[config.mk]
export PLATFORM = sky130hd
export DESIGN_NAME = sdram_burst_command_logic
export DESIGN_NICKNAME = d
export VERILOG_FILES = /design/src/hw/sdram_burst_command_logic.v
export VERILOG_INCLUDE_DIRS = /design/src /design/src/hw
export SDC_FILE = /design/constraint.sdc
export NUM_CORES = 1
export LEC_CHECK = 0
export BUFFER_PORTS_ARGS = -buffer_cell sky130_fd_sc_hd__buf_2
export CAP_MARGIN = 30
export CORE_AREA = 2 2 289 291
export CTS_CLUSTER_SIZE = 12
export DETAILED_ROUTE_END_ITERATION = 12
export DIE_AREA = 0 0 291 293
export MAX_ROUTING_LAYER = met4
export PLACE_DENSITY = 0.49
export SLEW_MARGIN = 20
export SYNTH_ARGS = -nofsm -noshare
export SYNTH_HDL_FRONTEND = slang
export SYNTH_SLANG_ARGS = --single-unit
[constraint.sdc]
create_clock -name ref_clk -period 7.39 [get_ports ref_clk]
set_clock_uncertainty 0.05 [all_clocks]
set_input_delay 1.1085 -clock ref_clk [delete_from_list [all_inputs] [get_ports ref_clk]]
set_output_delay 1.1085 -clock ref_clk [all_outputs]
set_load 0.02 [all_outputs]
[src/hw/sdram_burst_consts.vh]
// Constants for the synchronous DRAM burst command logic
`ifndef SDRAM_BURST_CONSTS_VH
`define SDRAM_BURST_CONSTS_VH
`define REG_MODE 4'h0
`define REG_STATUS 4'h4
`define MODE_BL_LSB 0
`define MODE_BL_MSB 2
`define MODE_IL_BIT 3
`define MODE_CL3_BIT 4
`define MODE_RST 5'h13
`define BL_FULL 3'h7
`define CL_LOW 2'h2
`define CL_HIGH 2'h3
`define POST_STORE_GAP 2'h2
`define PRE_FLAG_BIT 10
`define CMD_ACT 3'h3
`define CMD_RD 3'h5
`define CMD_WR 3'h4
`define CMD_PRE 3'h2
`define CMD_BST 3'h6
`define CMD_SREF 3'h1
`define ST_BANK_LSB 0
`define ST_BURST 2
`define ST_WRITE 3
`define ST_AP 4
`define ST_SUSPEND 5
`define ST_PDOWN 6
`define ST_SREF 7
`endif

[src/hw/sdram_burst_command_logic.v]
// Command decoder, burst engine and data path of a two-bank synchronous DRAM
// Behaviour
// - Read command starts burst at given column
// - Write command takes first word same cycle
// - Later words each edge; extras discarded
// - Read interrupts read; old data until latency
// - Write interrupts write, restarts from new column
// - Read ends write at once; leftovers ignored
// - Burst stop ends full-page burst, bank stays
// - After stop, read data ends after latency
// - Sequential order wraps in low bits only
// - Interleave order is start XOR beat
// - Address bit ten requests auto-precharge
// - Read auto-precharge starts latency-dependent clocks early
// - Write auto-precharge starts two clocks after
// - Precharge closes one bank or all
// - Self refresh entry; ignore inputs while held
// - Self refresh ends when clock gate rises
// - Clock gate low with no burst: power down
// - No-operation and deselect leave burst running
// - Clock gate low suspends a clock later
// - Byte mask: read two-cycle, write immediate
`timescale 1ns/1ps
`default_nettype none
`include "sdram_burst_consts.vh"

module sdram_burst_command_logic #(
  parameter COL_STORE_W = 4
) (
  input wire ref_clk, // System clock
  input wire rst_b, // Synchronous reset, active low
  input wire chip_select_n, // Command decoder enable
  input wire row_strobe_n, // Row strobe
  input wire column_strobe_n, // Column strobe
  input wire write_strobe_n, // Write strobe
  input wire clock_gate, // Clock enable pin
  input wire array_pick, // Bank select
  input wire [10:0] addr_pins, // Row or column address
  input wire [1:0] byte_mask, // Per-byte data mask
  input wire [15:0] dq_in, // Data pins, inward
  output reg [15:0] dq_out, // Data pins, outward
  output reg [1:0] dq_oe, // Per-byte drive enable
  input wire [3:0] avs_address, // Register byte address
  input wire avs_read, // Register read
  input wire avs_write, // Register write
  input wire [31:0] avs_writedata, // Register write data
  input wire [3:0] avs_byteenable, // Register byte lanes
  output reg [31:0] avs_readdata, // Register read data
  output reg avs_waitrequest // Register stall
);

  localparam STORE_DEPTH = 1 << (COL_STORE_W + 1);

  reg [4:0] mode_q;
  reg cke_q;
  reg sr_q;
  wire [1:0] bank_open;
  reg bst_act;
  reg bst_wr;
  reg bst_bank;
  reg bst_ap;
  reg bst_il;
  reg [2:0] bst_bl;
  reg [7:0] bst_start;
  reg [7:0] beat;
  reg ap_pend;
  reg [1:0] ap_cnt;
  reg ap_bank;
  reg pv0;
  reg pv1;
  reg [15:0] pipe0;
  reg [15:0] pipe1;
  reg [1:0] dm_q;

  wire [2:0] cmd;
  wire cmd_ok;
  wire new_rd;
  wire new_wr;
  wire new_b;
  wire stop_now;
  wire [7:0] cur_start;
  wire [7:0] cur_beat;
  wire [2:0] cur_bl;
  wire cur_il;
  wire cur_bank;
  wire cur_wr;
  wire cur_ap;
  wire cur_act;
  wire cur_full;
  wire [7:0] mask;
  wire [7:0] col;
  wire beat_last;
  wire beat_go;
  wire wr_en;
  wire rd_push;
  wire [1:0] cl;
  wire rd_ap_trig;
  wire wr_ap_done;
  wire [COL_STORE_W:0] idx;
  wire [15:0] mem_rd;
  wire [31:0] status;
  wire pd_now;
  wire susp_now;
  wire bus_req;
  wire bus_take;
  wire sr_entry;
  reg is_act;
  reg is_rd;
  reg is_wr;
  reg is_pre;
  reg is_bst;
  reg is_sref;

  function [7:0] len_mask;
    input [2:0] code;
    begin
      case (code)
        3'h0: len_mask = 8'h00;
        3'h1: len_mask = 8'h01;
        3'h2: len_mask = 8'h03;
        3'h3: len_mask = 8'h07;
        default: len_mask = 8'hff;
      endcase
    end
  endfunction

  // Command decode; commands count only when the clock gate was high last edge
  assign cmd = {row_strobe_n, column_strobe_n, write_strobe_n};

  // Strobe pattern decode; at most one flag is high
  always @*
  begin
    is_act = 1'b0;
    is_rd = 1'b0;
    is_wr = 1'b0;
    is_pre = 1'b0;
    is_bst = 1'b0;
    is_sref = 1'b0;
    case (cmd)
      `CMD_ACT: is_act = 1'b1;
      `CMD_RD: is_rd = 1'b1;
      `CMD_WR: is_wr = 1'b1;
      `CMD_PRE: is_pre = 1'b1;
      `CMD_BST: is_bst = 1'b1;
      `CMD_SREF: is_sref = 1'b1;
      default: is_act = 1'b0;
    endcase
  end

  assign cmd_ok = cke_q & ~chip_select_n & ~sr_q;
  assign new_rd = cmd_ok & is_rd & bank_open[array_pick];
  assign new_wr = cmd_ok & is_wr & bank_open[array_pick];
  assign new_b = new_rd | new_wr;
  assign stop_now = cmd_ok & (is_bst |
    (is_pre & (addr_pins[`PRE_FLAG_BIT] | (array_pick == bst_bank))));
  // Entry only with every bank idle
  assign sr_entry = cmd_ok & ~clock_gate & is_sref & ~|bank_open;

  // Burst context: a fresh command replaces the running burst
  assign cur_start = new_b ? addr_pins[7:0] : bst_start;
  assign cur_beat = new_b ? 8'h00 : beat;
  assign cur_bl = new_b ? mode_q[`MODE_BL_MSB:`MODE_BL_LSB] : bst_bl;
  assign cur_il = new_b ? mode_q[`MODE_IL_BIT] : bst_il;
  assign cur_bank = new_b ? array_pick : bst_bank;
  assign cur_wr = new_b ? new_wr : bst_wr;
  assign cur_full = (cur_bl == `BL_FULL);
  assign cur_ap = new_b ? (addr_pins[`PRE_FLAG_BIT] & ~cur_full) : bst_ap;
  assign cur_act = new_b | bst_act;
  assign mask = len_mask(cur_bl);

  // Column order: sequential adds within the mask, interleave flips bits
  assign col = (cur_start & ~mask) | (mask & ((cur_il & ~cur_full) ?
    (cur_start ^ cur_beat) : (cur_start + cur_beat)));
  assign beat_last = ~cur_full & (cur_beat == mask);
  assign beat_go = cke_q & cur_act & ~stop_now;
  assign wr_en = beat_go & cur_wr;
  assign rd_push = beat_go & ~cur_wr;
  assign cl = mode_q[`MODE_CL3_BIT] ? `CL_HIGH : `CL_LOW;

  // Read auto-precharge begins latency minus one clocks before the burst end
  assign rd_ap_trig = rd_push & cur_ap &
    (({1'b0, cur_beat} + {7'h00, cl}) >= ({1'b0, mask} + 9'h001));
  assign wr_ap_done = cke_q & ap_pend & (ap_cnt == 2'h0);

  assign idx = {cur_bank, col[COL_STORE_W-1:0]};

  // Storage, one array per byte lane so masked bytes keep their contents
  genvar g;
  generate
    for (g = 0; g < 2; g = g + 1)
    begin : lane
      reg [7:0] store [0:STORE_DEPTH-1];
      always @(posedge ref_clk)
      begin
        if (wr_en & ~byte_mask[g])
          store[idx] <= dq_in[g*8 +: 8];
      end
      assign mem_rd[g*8 +: 8] = store[idx];
    end
  endgenerate

  // Bank open state, one flag per bank
  genvar b;
  generate
    for (b = 0; b < 2; b = b + 1)
    begin : bank
      reg open_q;
      wire act_b;
      wire close_b;
      assign act_b = cmd_ok & is_act & (array_pick == b);
      assign close_b = (cmd_ok & is_pre &
        (addr_pins[`PRE_FLAG_BIT] | (array_pick == b))) |
        (rd_ap_trig & (cur_bank == b)) | (wr_ap_done & (ap_bank == b));
      assign bank_open[b] = open_q;
      always @(posedge ref_clk)
      begin
        if (!rst_b)
          open_q <= 1'b0;
        else if (act_b)
          open_q <= 1'b1;
        else if (close_b)
          open_q <= 1'b0;
      end
    end
  endgenerate

  // Clock gate history and self refresh
  always @(posedge ref_clk)
  begin
    if (!rst_b)
    begin
      cke_q <= 1'b1;
      sr_q <= 1'b0;
    end
    else
    begin
      cke_q <= clock_gate;
      if (sr_q & clock_gate)
        sr_q <= 1'b0;
      else if (sr_entry)
        sr_q <= 1'b1;
    end
  end

  // Burst engine
  always @(posedge ref_clk)
  begin
    if (!rst_b)
    begin
      bst_act <= 1'b0;
      bst_wr <= 1'b0;
      bst_bank <= 1'b0;
      bst_ap <= 1'b0;
      bst_il <= 1'b0;
      bst_bl <= 3'h0;
      bst_start <= 8'h00;
      beat <= 8'h00;
    end
    else
    begin
      if (new_b)
      begin
        bst_start <= cur_start;
        bst_bl <= cur_bl;
        bst_il <= cur_il;
        bst_bank <= cur_bank;
        bst_wr <= cur_wr;
        bst_ap <= cur_ap;
      end
      if (beat_go)
      begin
        beat <= cur_beat + 8'h01;
        bst_act <= ~beat_last;
      end
      else if (stop_now)
        bst_act <= 1'b0;
    end
  end

  // Write auto-precharge delay after the last beat
  always @(posedge ref_clk)
  begin
    if (!rst_b)
    begin
      ap_pend <= 1'b0;
      ap_cnt <= 2'h0;
      ap_bank <= 1'b0;
    end
    else if (wr_en & cur_ap & beat_last)
    begin
      ap_pend <= 1'b1;
      ap_cnt <= `POST_STORE_GAP - 2'h1;
      ap_bank <= cur_bank;
    end
    else if (cke_q & ap_pend)
    begin
      if (ap_cnt == 2'h0)
        ap_pend <= 1'b0;
      else
        ap_cnt <= ap_cnt - 2'h1;
    end
  end

  // Read pipeline; frozen during suspend so data resumes where it stopped
  always @(posedge ref_clk)
  begin
    if (!rst_b)
    begin
      pv0 <= 1'b0;
      pv1 <= 1'b0;
      pipe0 <= 16'h0000;
      pipe1 <= 16'h0000;
      dm_q <= 2'h0;
      dq_out <= 16'h0000;
      dq_oe <= 2'h0;
    end
    else if (cke_q)
    begin
      pv0 <= rd_push;
      pipe0 <= mem_rd;
      pv1 <= pv0;
      pipe1 <= pipe0;
      dm_q <= byte_mask;
      dq_out <= (cl == `CL_HIGH) ? pipe1 : pipe0;
      dq_oe <= {2{(cl == `CL_HIGH) ? pv1 : pv0}} & ~dm_q;
    end
  end

  // Register bus: one wait cycle, then the answer
  // Power down when idle, suspend when a burst is held
  assign pd_now = ~cke_q & ~bst_act & ~sr_q;
  assign susp_now = ~cke_q & bst_act;
  assign status[31:8] = 24'h000000;
  assign status[`ST_SREF] = sr_q;
  assign status[`ST_PDOWN] = pd_now;
  assign status[`ST_SUSPEND] = susp_now;
  assign status[`ST_AP] = ap_pend;
  // Write flag only while a burst is running
  assign status[`ST_WRITE] = bst_wr & bst_act;
  assign status[`ST_BURST] = bst_act;
  assign status[`ST_BANK_LSB +: 2] = bank_open;

  // Request seen on the first edge, taken on the edge with the stall low
  assign bus_req = avs_read | avs_write;
  assign bus_take = bus_req & ~avs_waitrequest;

  always @(posedge ref_clk)
  begin
    if (!rst_b)
    begin
      avs_waitrequest <= 1'b1;
      avs_readdata <= 32'h00000000;
      mode_q <= `MODE_RST;
    end
    else
    begin
      avs_waitrequest <= ~(bus_req & avs_waitrequest);
      if (avs_read & avs_waitrequest)
      begin
        if (avs_address == `REG_MODE)
          avs_readdata <= {27'h0000000, mode_q};
        else if (avs_address == `REG_STATUS)
          avs_readdata <= status;
        else
          avs_readdata <= 32'h00000000;
      end
      if (bus_take & avs_write & (avs_address == `REG_MODE) & avs_byteenable[0])
        mode_q <= avs_writedata[4:0];
    end
  end

endmodule // sdram_burst_command_logic
`default_nettype wire

==> impl_metrics.py <==
metrics = {
    "yosys": {
        "synth.area.top_cells": "edfxtp_1 (61%), dfxtp_1 (7.6%), nand2_1 (7.2%), nand3_1 (4.0%), mux2i_1 (3.3%)",
        "yosysTopAreaCell": "edfxtp_1",
        "ys_seq_area_frac": 0.682,
        "synth_seq_cells": 608,
        "yosys-top-cells-count": "edfxtp_1 (512), nand2_1 (485), nand3_1 (202)",
        "synth_edf_count": 512,
        "async_flop_share": 0,
        "yosys_warnings": 0,
        "synthCells": 2111,
        "yosysUniqueCellTypes": 73,
        "syn_area_mm2": 0.0254,
        "synth_ff_type": "edfxtp_1",
        "synthMostInstantiatedCell": "edfxtp_1",
        "netlist.area_leader.share": 0.606,
        "syn_area_per_cell_um2": 12.0,
    },
    "drt": {
        "drtAntennaViolNets": 0,
        "wl_per_cell_um": 21.3,
        "finalWirelength_um": 69700,
        "drtIter0Drc": 1274,
        "dr.pass1.iters": 5,
        "drt-vias-per-instance": 5.07,
        "drc": 0,
        "vias": 16600,
    },
    "final_layout": {
        "nNetsFinal": 2233,
        "nFillCells": 7997,
        "finish.instance_area_mm2": 0.0288,
        "drive_above_1_share": 0.102,
        "area_growth_pct": 13.7,
    },
    "clock_network": {
        "cts_hold_buf": 0,
        "path_clk_slew_ns": 0.05,
        "htreeDepth": 3,
        "cts-resized-gates": 0,
        "post_cts_buffers": 0,
        "root_buffer": "clkbuf_16",
        "clock_path_buffers": 3,
        "cts_tree": "yes",
        "clk_latency_ns": 0.60,
        "cts_buffers": 68,
        "clock_sinks": 608,
    },
    "setup_path": {
        "crit_path_max_fanout": 27,
        "r2r_cells": 13,
        "crit_path_end_kind": "flip-flop",
        "startpoint": "chip_select_n",
        "arrival_ns": 5.81,
        "required_ns": 7.57,
        "rrSetupSlack_ns": 1.98,
        "start_kind": "input pin",
        "r2r-end": "lane[1].store[15][3]",
        "endpoint": "lane[1].store[15][3]",
        "r2r_start": "sr_q",
        "critical_path_class": "input pin to flip-flop",
    },
    "timing": {
        "final_hold_viol_count": 0,
        "setup_violations": 0,
        "slew_viol_final": 0,
        "fin_setup_tns_ns": 0,
        "worstMarginPinSlew_ns": 1.05,
        "rsz0062_at_grt": "no",
        "min_period_ns": 5.63,
        "finalCritPeriodShare": 0.762,
        "fmax_mhz": 177,
        "relSlewSlack": 0.300,
    },
    "power_and_ir_drop": {
        "peakVddDrop_mv": 0.142,
        "p_sw_w": 0.00151,
        "netSwitchingFraction": 0.212,
        "p_int_w": 0.00560,
        "p_comb_frac": 0.027,
        "pwr-share-seq": 0.527,
        "leakagePower_nw": 10.2,
        "power_density_mw_per_mm2": 246,
        "clkPwrFrac": 0.446,
    },
    "job": {
        "timing.max_cap.violations": 0,
    },
    "global_route": {
        "grt_pass1_wl_um": 104000,
        "antenna_found_initial": 5,
        "grtUsageTotal": 0.167,
        "grt_pass1_vias": 15800,
        "grt_max_degree": 90,
        "grt_overflow": 0,
    },
    "floorplanning": {
        "die_x_um": 291,
        "io_pins": 130,
        "initial_utilization": 0.310,
        "die_h_um": 293,
        "dieArea_mm2": 0.0853,
        "num_rows": 105,
        "coreArea_mm2": 0.0818,
    },
    "place": {
        "dp_hpwl_um": 42900,
        "port_buffers": 69,
        "placed_area_mm2": 0.0267,
        "gp_congestion": 0.797,
    },
    "worst_hold_path": {
        "hold_path_class": "flip-flop to flip-flop",
    },
    "status": {
        "status": "complete, no violations",
    },
}
critical path, cell delays in order:
cell and delay, ns:
buf_2 0.13, nor4b_4 0.43, nand3_4 0.37, and2_1 0.33
ha_1 0.24, ha_1 0.23, a21oi_1 0.12, a21oi_1 0.09
mux2i_1 0.21, mux2i_1 0.37, o31ai_4 0.14, nor2_2 0.82
nand2_1 0.47, nor2_1 0.73
flip-flops by register name, indices dropped and copies added, names as in the netlist, 3 cells and up:
name / flops
lane.store: 512
dq_out: 16
pipe0: 16
pipe1: 16
avs_readdata: 8
beat: 8
mode_q: 5
bst_start: 4
bst_bl: 3
worst min path at each step:
stage	from	end	slack, ns	depth (start not counted)
after floorplan	pv0	pv0	0.41	2
after global placement	avs_waitrequest	avs_waitrequest	0.40	1
after detailed placement	avs_waitrequest	avs_waitrequest	0.40	1
after CTS	avs_waitrequest	avs_waitrequest	0.41	1
after global routing	avs_waitrequest	avs_waitrequest	0.44	1
final	avs_waitrequest	avs_waitrequest	0.41	1
layer usage:
layer	track usage	vias to the layer above	wire [µm]
met5	-	-	0
met4	0.0475	0	1450
met3	0.0367	88	5100
met2	0.249	535	31200
met1	0.228	8247	32000
li1	-	7712	-
layout by cell type, fill, tap and decap left out, types with 9 or more instances in the layout:
cell type	synthesis	final
ha_1	9	9
o211a_1	19	19
buf_4	25	33
nor2_1	116	115
or3_1	11	11
conb_1	1	24
clkinv_1	1	18
xnor2_1	12	12
clkbuf_1	93	14
a221oi_1	19	19
nand2_1	485	485
o21ai_0	33	33
nor2b_1	29	29
a221o_1	13	13
a31oi_1	37	37
a21boi_0	10	10
a21oi_1	95	95
and3_1	12	12
edfxtp_1	512	512
nand3_1	202	202
nand4_1	23	23
nor3_1	9	9
mux2i_1	83	82
dfxtp_1	96	95
clkbuf_16	0	70
buf_2	35	69
cell families after synthesis:
logic type                 synth area share
and+or+nand+nor                       0.163
DFF                                   0.682
AOI/OAI and AO/OA                    0.0774
buffers and inverters                0.0318
muxes                                0.0347
xor gates and xnor gates            0.00587
adders and majority gates           0.00528
other                              0.000148
power groups by stage:
stage                     Sequential, W  Clock, W  Combinational [W]
after floorplan                 0.00382         0          0.0000945
final                           0.00375   0.00317           0.000193
after global routing            0.00375   0.00337           0.000212
after detailed placement        0.00382         0           0.000194
after global placement          0.00382         0           0.000189
after CTS                       0.00375   0.00325           0.000194
stage by stage:
step	util	hold WS, ns	setup WS [ns]	cells	power [W]
after floorplan	-	0.413	2.24	2134	0.00392
after global placement	0.327	0.396	1.21	3142	0.00401
after detailed placement	0.327	0.400	1.12	3143	0.00401
after CTS	0.352	0.411	1.76	3262	0.00719
after global routing	0.352	0.436	1.47	3269	0.00733
final	0.352	0.405	1.76	3269	0.00711
cell type report:
cell class              count  area (µm²)  area share
inverters                   8        30.0     0.00104
clock inverters            33         229     0.00794
flip-flops and latches    608       17300       0.600
diodes                      5        12.5    0.000434
well taps                1070        1340      0.0464
clock buffers              86        1820      0.0632
multi-input cells        1350        7390       0.256
repair buffers            109         709      0.0246
Power figures use the tool's default switching activity.
